<file path="config.mk">
export PLATFORM = sky130hd
export DESIGN_NAME = ldocr_regs
export DESIGN_NICKNAME = d
export VERILOG_FILES = /design/src/verilog/ldocr_pkg.sv /design/src/verilog/ldocr_regs.sv
export VERILOG_INCLUDE_DIRS = /design/src /design/src/verilog
export SDC_FILE = /design/constraint.sdc
export NUM_CORES = 1
export LEC_CHECK = 0
export BUFFER_PORTS_ARGS = -buffer_cell sky130_fd_sc_hd__buf_2
export CAP_MARGIN = 5
export CORE_ASPECT_RATIO = 1.1
export CORE_MARGIN = 1.5
export CORE_UTILIZATION = 60
export CTS_CLUSTER_SIZE = 30
export DETAILED_ROUTE_END_ITERATION = 7
export GPL_TIMING_DRIVEN = 0
export PLACE_DENSITY = 0.83
export SETUP_SLACK_MARGIN = 0.4
export SYNTH_ARGS = -nofsm -noshare
export SYNTH_HDL_FRONTEND = slang
export SYNTH_SLANG_ARGS = --single-unit
export TNS_END_PERCENT = 30
</file>
<file path="constraint.sdc">
create_clock -name mclk -period 12.55 [get_ports mclk]
set_input_delay 0.6275 -clock mclk [delete_from_list [all_inputs] [get_ports mclk]]
set_output_delay 0.6275 -clock mclk [all_outputs]
set_load 0.005 [all_outputs]
</file>
<file path="src/verilog/ldocr_defines.svh">
// Purpose: offsets, field positions and reset values of the regulator control registers
// Assumes: eight-bit registers reached by an eight-bit address
// Notes: definitions only
`ifndef LDOCR_DEFINES_SVH
`define LDOCR_DEFINES_SVH
`define LDOCR_ADDR_A_CFG 8'h03
`define LDOCR_ADDR_MISC 8'h40
`define LDOCR_ADDR_B_CFG 8'h41
`define LDOCR_ADDR_C_CFG 8'h42
`define LDOCR_ADDR_STAT 8'h43
`define LDOCR_A_RANGE_BIT 6
`define LDOCR_ON_BIT 5
`define LDOCR_DIS_A_BIT 2
`define LDOCR_DIS_B_BIT 3
`define LDOCR_DIS_C_BIT 4
`define LDOCR_PG_A_BIT 5
`define LDOCR_PG_B_BIT 6
`define LDOCR_PG_C_BIT 7
`define LDOCR_WE_MISC_BIT 5
`define LDOCR_WE_STAT_BIT 1
`define LDOCR_RST_A_CODE 6'h00
`define LDOCR_RST_BC_CODE 5'h00
`define LDOCR_RST_BIT 1'b0
// first-regulator codes above this are unavailable in the high range
`define LDOCR_A_HI_MAX_CODE 6'h31
`endif

</file>
<file path="src/verilog/ldocr_pkg.sv">
// Purpose: shared types of the regulator control block
// Assumes: used with ldocr_defines.svh
// Notes: voltages carried in millivolts
package ldocr_pkg;
  typedef logic [11:0] ldocr_mv_t;
endpackage

</file>
<file path="src/verilog/ldocr_regs.sv">
// Purpose: control and status registers of three linear regulators
// Assumes: serial host decoded upstream into a byte read/write port
// Notes: voltages reported in millivolts; zero marks an unavailable code
//
// Behaviour
// - power-good flags readable per regulator, third at bit 7
// - five-bit code: two band bits, three step bits to millivolts
// - six-bit first code decoded under range bit; high codes past 3.7 V unavailable
// - first regulator on when master enable low or power hold high
// - second and third follow their enable bits once master condition holds
// - discharge path applied only when bit set and regulator off
// - first code bits 5:0 and range bit 6 at 0x03, read/write
// - second code bits 4:0 at 0x41, read/write
`timescale 1ns/1ps
`default_nettype none
`include "ldocr_defines.svh"

module ldocr_regs
  import ldocr_pkg::*;
(
  input wire logic mclk, // 25 MHz clock
  input wire logic sys_rst, // async reset, high
  input wire logic [7:0] reg_addr, // register address
  input wire logic [7:0] reg_wdata, // write data
  input wire logic reg_wr, // write strobe
  output logic [7:0] reg_rdata, // read data, registered
  input wire logic master_enable_n, // master enable, low active
  input wire logic power_hold_input, // power hold, high active
  input wire logic [2:0] ldo_power_good_flag, // analog good comparators a,b,c
  output logic [2:0] ldo_enable, // regulator enables a,b,c
  output logic [2:0] ldo_discharge_on, // discharge switches a,b,c
  output var ldocr_mv_t ldo_a_mv, // first regulator target
  output var ldocr_mv_t ldo_b_mv, // second regulator target
  output var ldocr_mv_t ldo_c_mv // third regulator target
);

  logic [5:0] ldo_a_voltage_code_r;
  logic ldo_a_range_select_r;
  logic [4:0] ldo_b_voltage_code_r;
  logic [4:0] ldo_c_voltage_code_r;
  logic [2:0] ldo_enable_bit_r; // bit 0 unused: a follows pins
  logic [2:0] ldo_discharge_enable_r;
  logic misc_we_r;
  logic stat_we_r;
  logic master_on;
  logic [2:0] ldo_en_nxt;
  logic [7:0] rdata_nxt;

  // first regulator low range tables: 25 mV steps with irregular points
  function automatic ldocr_mv_t a_lo_mv(input logic [5:0] c);
    logic [11:0] base;
    base = 12'(645 + 405 * c[5:4] + 25 * c[3:0]);
    case (c)
      6'h0c, 6'h0d, 6'h0e, 6'h0f: a_lo_mv = 12'(base + 12'd5);
      6'h18, 6'h19, 6'h1a, 6'h1b, 6'h1c, 6'h1d, 6'h1e, 6'h1f: a_lo_mv = 12'(base + 12'd5);
      6'h25, 6'h26, 6'h27, 6'h28, 6'h29, 6'h2a, 6'h2b, 6'h2c, 6'h2d, 6'h2e, 6'h2f:
        a_lo_mv = 12'(base + 12'd5);
      6'h30: a_lo_mv = 12'd1860;
      6'h3e: a_lo_mv = 12'd2200;
      6'h3f: a_lo_mv = 12'd2245;
      default: begin
        if (c[5:4] == 2'b11) begin
          a_lo_mv = 12'(1865 + 25 * c[3:0]);
        end else begin
          a_lo_mv = base;
        end
      end
    endcase
  endfunction

  // -------------------------------------------------------------
  // voltage decode
  // -------------------------------------------------------------
  always_comb begin
    if (ldo_a_range_select_r) begin
      if (ldo_a_voltage_code_r > `LDOCR_A_HI_MAX_CODE) begin
        ldo_a_mv = 12'd0;
      end else begin
        ldo_a_mv = 12'(1250 + 50 * ldo_a_voltage_code_r);
      end
    end else begin
      ldo_a_mv = a_lo_mv(ldo_a_voltage_code_r);
    end
  end

  function automatic ldocr_mv_t bc_mv(input logic [4:0] c);
    case (c[4:3])
      2'b00: bc_mv = 12'(1400 + 100 * c[2:0]);
      2'b01: bc_mv = 12'(2150 + 50 * c[2:0]);
      2'b10: bc_mv = 12'(2550 + 50 * c[2:0]);
      default: bc_mv = 12'(3000 + 100 * c[2:0]);
    endcase
  endfunction

  assign ldo_b_mv = bc_mv(ldo_b_voltage_code_r);
  assign ldo_c_mv = bc_mv(ldo_c_voltage_code_r);

  // -------------------------------------------------------------
  // register writes
  // -------------------------------------------------------------
  // independent field writes
  always_ff @(posedge mclk or posedge sys_rst) begin
    if (sys_rst) begin
      ldo_a_voltage_code_r <= `LDOCR_RST_A_CODE;
      ldo_a_range_select_r <= `LDOCR_RST_BIT;
      ldo_b_voltage_code_r <= `LDOCR_RST_BC_CODE;
      ldo_c_voltage_code_r <= `LDOCR_RST_BC_CODE;
      ldo_enable_bit_r <= 3'h0;
      ldo_discharge_enable_r <= 3'h0;
      misc_we_r <= `LDOCR_RST_BIT;
      stat_we_r <= `LDOCR_RST_BIT;
    end else if (reg_wr) begin
      // read-only bits have no write path
      case (reg_addr)
        `LDOCR_ADDR_A_CFG: begin
          ldo_a_voltage_code_r <= reg_wdata[5:0];
          ldo_a_range_select_r <= reg_wdata[`LDOCR_A_RANGE_BIT];
        end
        `LDOCR_ADDR_MISC: misc_we_r <= reg_wdata[`LDOCR_WE_MISC_BIT];
        `LDOCR_ADDR_B_CFG: begin
          ldo_b_voltage_code_r <= reg_wdata[4:0];
          ldo_enable_bit_r[1] <= reg_wdata[`LDOCR_ON_BIT];
        end
        `LDOCR_ADDR_C_CFG: begin
          ldo_c_voltage_code_r <= reg_wdata[4:0];
          ldo_enable_bit_r[2] <= reg_wdata[`LDOCR_ON_BIT];
        end
        `LDOCR_ADDR_STAT: begin
          // write-exact bit simply stored as written
          stat_we_r <= reg_wdata[`LDOCR_WE_STAT_BIT];
          ldo_discharge_enable_r <= {reg_wdata[`LDOCR_DIS_C_BIT], reg_wdata[`LDOCR_DIS_B_BIT],
                                     reg_wdata[`LDOCR_DIS_A_BIT]};
        end
        default: ;
      endcase
    end
  end

  // -------------------------------------------------------------
  // enables and discharge
  // -------------------------------------------------------------
  // or of pin conditions
  assign master_on = ~master_enable_n | power_hold_input;

  always_comb begin
    ldo_en_nxt[0] = master_on;
    // per-regulator enables gated by master condition
    ldo_en_nxt[2:1] = ldo_enable_bit_r[2:1] & {2{master_on}};
  end

  always_ff @(posedge mclk or posedge sys_rst) begin
    if (sys_rst) begin
      ldo_enable <= 3'h0;
      ldo_discharge_on <= 3'h0;
    end else begin
      ldo_enable <= ldo_en_nxt;
      ldo_discharge_on <= ldo_discharge_enable_r & ~ldo_en_nxt;
    end
  end

  // -------------------------------------------------------------
  // read back
  // -------------------------------------------------------------
  always_comb begin
    rdata_nxt = 8'h00;
    case (reg_addr)
      `LDOCR_ADDR_A_CFG: rdata_nxt = {1'b0, ldo_a_range_select_r, ldo_a_voltage_code_r};
      `LDOCR_ADDR_MISC: rdata_nxt[`LDOCR_WE_MISC_BIT] = misc_we_r;
      `LDOCR_ADDR_B_CFG: rdata_nxt = {2'b00, ldo_enable_bit_r[1], ldo_b_voltage_code_r};
      `LDOCR_ADDR_C_CFG: rdata_nxt = {2'b00, ldo_enable_bit_r[2], ldo_c_voltage_code_r};
      `LDOCR_ADDR_STAT: begin
        rdata_nxt[`LDOCR_PG_A_BIT] = ldo_power_good_flag[0] & ldo_enable[0];
        rdata_nxt[`LDOCR_PG_B_BIT] = ldo_power_good_flag[1] & ldo_enable[1];
        rdata_nxt[`LDOCR_PG_C_BIT] = ldo_power_good_flag[2] & ldo_enable[2];
        rdata_nxt[`LDOCR_DIS_A_BIT] = ldo_discharge_enable_r[0];
        rdata_nxt[`LDOCR_DIS_B_BIT] = ldo_discharge_enable_r[1];
        rdata_nxt[`LDOCR_DIS_C_BIT] = ldo_discharge_enable_r[2];
        rdata_nxt[`LDOCR_WE_STAT_BIT] = stat_we_r;
      end
      default: rdata_nxt = 8'h00;
    endcase
  end

  always_ff @(posedge mclk or posedge sys_rst) begin
    if (sys_rst) begin
      reg_rdata <= 8'h00;
    end else begin
      reg_rdata <= rdata_nxt;
    end
  end

  // -------------------------------------------------------------
  // checks
  // -------------------------------------------------------------
  a_a_enable_follows: assert property (@(posedge mclk) disable iff (sys_rst)
    ##1 ldo_enable[0] == $past(~master_enable_n | power_hold_input))
    else $error("first regulator enable wrong");
  a_bc_gated: assert property (@(posedge mclk) disable iff (sys_rst)
    !$past(master_on) |-> ldo_enable[2:1] == 2'b00)
    else $error("second or third on without master");
  a_discharge_off: assert property (@(posedge mclk) disable iff (sys_rst)
    (ldo_discharge_on & ldo_enable) == 3'h0)
    else $error("discharge while enabled");
  a_pg_read: assert property (@(posedge mclk) disable iff (sys_rst)
    reg_addr == `LDOCR_ADDR_STAT |=> reg_rdata[7] == $past(ldo_power_good_flag[2] & ldo_enable[2]))
    else $error("third power-good read wrong");
  a_b_code_wr: assert property (@(posedge mclk) disable iff (sys_rst)
    reg_wr && reg_addr == `LDOCR_ADDR_B_CFG |=> ldo_b_voltage_code_r == $past(reg_wdata[4:0]))
    else $error("second code not stored");
  a_a_code_wr: assert property (@(posedge mclk) disable iff (sys_rst)
    reg_wr && reg_addr == `LDOCR_ADDR_A_CFG |=> ##1 $past(reg_addr) != `LDOCR_ADDR_A_CFG ||
    reg_rdata[6:0] == $past(reg_wdata[6:0], 2))
    else $error("first code readback wrong");
  a_hi_unavail: assert property (@(posedge mclk) disable iff (sys_rst)
    ldo_a_range_select_r && ldo_a_voltage_code_r > 6'h31 |-> ldo_a_mv == 12'd0)
    else $error("unavailable code decoded");
  a_bc_decode: assert property (@(posedge mclk) disable iff (sys_rst)
    ldo_b_voltage_code_r == 5'h1f |-> ldo_b_mv == 12'd3700)
    else $error("top band decode wrong");
  a_ro_hold: assert property (@(posedge mclk) disable iff (sys_rst)
    reg_wr && reg_addr == `LDOCR_ADDR_STAT |=> $stable(ldo_enable_bit_r))
    else $error("status write changed enables");

endmodule
`default_nettype wire

</file>
==> summary.txt <==
Synthesis
  – Commonest register cell after synthesis: dfrtp_1
  – Number of flops mapped to enable cells by yosys: 0
  – Ys async rst share: 1.000
  – Count of cell types in the netlist: 68
  – Seq/Total Area, Yosys: 0.1838
  – Mapped Area: 5174 sq um
  – Syn Area/Cell: 8.413 sq um
  – Flip-flop and latch count after synthesis: 38
  – Post-Synthesis Cells: about 620
  – Ys Warns: 0

Clock tree
  – # Post-CTS Setup Buffers: 0
  – Clk slew on worst S/H paths: 70 ps
  – Clk root buf: clkbuf_8
  – Later-pin clock latency in the skew report: approximately 290 ps
  – # hold bufs at CTS: 0
  – TritonCTS clock tree: built
  – Maximum buffer depth of the clock tree: 2
  – Htree depth: 2
  – Number of gates resized after CTS: 0
  – Clock sinks: 38
  – CTS buffer count: 5

Power
  – PwrDens: 83.53 nW/um^2
  – Worst vdd ir: 0.00005371 V
  – Leakage: ~3.0 nW

Finish
  – Final net count: between 800 and 900
  – Synthesis-to-layout area growth: 11.83%
  – Ant diodes: 0
  – FF/Latch Area: 950.9 sq um
  – Fillers: 680
  – Commonest non-fill, non-tap cell in the layout: ha_1
  – Multi-input gate area: 3981 sq um
  – Most frequent cells in the layout: 94 x ha_1, 71 x buf_2, 47 x inv_1
  – Share of cells above drive strength 1: 0.1496

STA
  – Worst Skew: 4.534 ps
  – Hold Fails Final Rpt: 0
  – Tmin final: 6016 ps
  – Highest Clock Rate: ~170 MHz
  – Final period util: 0.4793
  – Slew margin rel.: 0.3576
  – Final slew viol count: 0
  – Unrepaired setup endpoints after global routing: false
  – Setup ws final: 6534 ps
  – Worst slew pin tran: ~960 ps
  – Setup TNS: 0 ps
  – Setup Viol. Count Final: 0

Global routing
  – Largest net degree at the start of global routing: 22
  – First-pass GRT wire length: 22.29 mm
  – Initial antenna violation count: 0
  – GRT overflow: 0
  – Vias in the first global route: 4738
  – Gr usage total: 0.2965

Setup path
  – Worst EP arrival: roughly 5400 ps
  – CP Buf/Inv Count: 3
  – Worst Path Max Fanout: 11
  – WP data required: 11920 ps
  – Slowest-stage cell, CP: dfrtp_1
  – Top Family by Delay on Critical Path: adder cells
  – WS Path Type: reg2out
  – Critical Path Sink Type: output port
  – R2R setup slack: around 11000 ps
  – CP Cell Sequence: inv_1 -> ha_1 -> ha_1 -> ha_1 -> a21oi_1 -> o21bai_1 -> xnor2_1 -> inv_1 -> fa_1 -> ha_1 -> ha_1 -> a21o_1 -> nand2b_1 -> o21ai_0 -> xnor2_1 -> and4_1 -> o31ai_1 -> a22o_1 -> buf_2
  – CP max stage delay: 590 ps
  – Critical Path Stages: 19
  – Critical Path Most Common Cell: ha_1
  – Reg2reg path depth: 3
  – Crit start category: flip-flop

Worst hold path
  – Path type of the worst min-delay path: in2async

Routing
  – DR WL met3: 579 um
  – Vias per cell: around 6.2
  – DR vias: ~5000
  – Initial DRC count: about 320
  – First-pass iteration count of the detailed router: 5
  – Routed len/inst: ~17 um
  – Post-route ant nets: 0
  – M1 WL: 5.826 mm
  – Highest metal used: met4
  – Aggregate routed wire length: 13.44 mm
  – Met2 Routed Length: about 6.6 mm
  – Residual DRC count: 0

Floorplan
  – # IOs: 74
  – Die area: 9189 sq um
  – Die width: between 90 and 100 um
  – Initial core utilization: 0.6185
  – Area of the core: around 8400 sq um
  – Die height: 100.4 um
  – Rows: 35

Placement
  – DP Worst Slack: between 6000 and 7000 ps
  – GPL Wtd Cong: 0.9454
  – Dpl hpwl: 10.77 mm
  – IO buf count: 70

Job
  – Max-cap violation count: 0

Outcome
  – Status: completed
Yosys cell counts (9+ instances only):
library cell / instances / area [sq um]
ha_1: 94 / 1176
inv_1: 47 / 176.4
nand2_1: 44 / 165.2
a21oi_1: 40 / 200.2
nor2_1: 40 / 150.1
dfrtp_1: 38 / 950.9
o21ai_0: 36 / 180.2
xnor2_1: 28 / 245.2
xor2_1: 22 / 192.7
nor2b_1: 15 / 93.84
mux2_2: 14 / 157.7
o22ai_1: 14 / 87.58
nand3_1: 13 / 65.06
nand2b_1: 11 / 68.82
and3_1: 10 / 62.56
a221oi_1: 9 / 78.83
clkbuf_1: 9 / 33.78
report_power, final:
part | total, W | switching [W] | internal, W | leakage [nW]
combinational | 0.000258 | 0.000144 | 0.000113 | 2.42
clock | 0.0000871 | 0.0000427 | 0.0000443 | 0.0482
sequential | 0.000139 | 0.0000107 | 0.000128 | 0.477
total | 0.000483 | 0.000198 | 0.000285 | 2.95
logic make-up after synthesis:
group,count (synthesis),synth area share
flip-flops,38,0.1838
AO/OA/AOI/OAI,175,0.2310
buffers and inverters,61,0.04740
other,1,0.0007248
adder cells (fa/ha/maj),98,0.2428
AND/OR/NAND/NOR,174,0.1715
multiplexers,18,0.03821
XOR/XNOR,50,0.08464
registers in the layout, summed over array words and instances, names as in the netlist:
signal,count
ldo_a_voltage_code_r,6
ldo_a_range_select_r,1
ldo_b_voltage_code_r,5
ldo_c_voltage_code_r,5
ldo_enable_bit_r,2
misc_we_r,1
ldo_discharge_enable_r,3
stat_we_r,1
ldo_enable,3
ldo_discharge_on,3
reg_rdata,8
worst reg2reg max path, cell delays in order, from the launching register on:
cell     delay [ps]
dfrtp_1         500
a22oi_1         210
nor2_1           60
a221o_1         290
worst paths after layout:
check / start / end
worst max-delay path: ldo_a_voltage_code_r[0] / ldo_a_mv[9]
worst min-delay path: sys_rst / ldo_discharge_on[0]
worst max register to register: ldo_b_voltage_code_r[1] / reg_rdata[1]
worst min register to register: stat_we_r / stat_we_r
max in group asynchronous: sys_rst / ldo_enable_bit_r[2]
min in group mclk: stat_we_r / stat_we_r
metal layers:
layer | global-route usage | vias to the layer above
li1 | - | 2416
met1 | 0.3749 | 2389
met2 | 0.5144 | 172
met3 | 0.03485 | 34
met4 | 0.1202 | 0
met5 | 0 | -
area by class of cell:
cell class,count,area share
plain buffers,14,0.01189
clock buffers,7,0.01492
clock inverters,1,0.0008651
inverters,47,0.03049
multi-input cells,517,0.6881
flip-flops and latches,38,0.1644
well taps,111,0.02401
repair buffers,71,0.06531
per-stage QoR:
step / hold slack [ps] / util / instances / instance area [sq um] / power [W]
6_report: 483.6 / 0.6917 / 806 / 5786 / 0.0004832
5_1_grt: 522.4 / 0.6917 / 806 / 5786 / 0.0005223
4_1_cts: 497.1 / 0.6917 / 806 / 5786 / 0.0004808
3_5_place_dp: 495.4 / 0.6808 / 798 / 5694 / 0.0003938
3_3_place_gp: 494.1 / 0.6775 / 797 / 5667 / 0.0003855
2_1_floorplan: 473.1 / - / 616 / 5177 / 0.0003188
(Power assumes the default switching activity.)
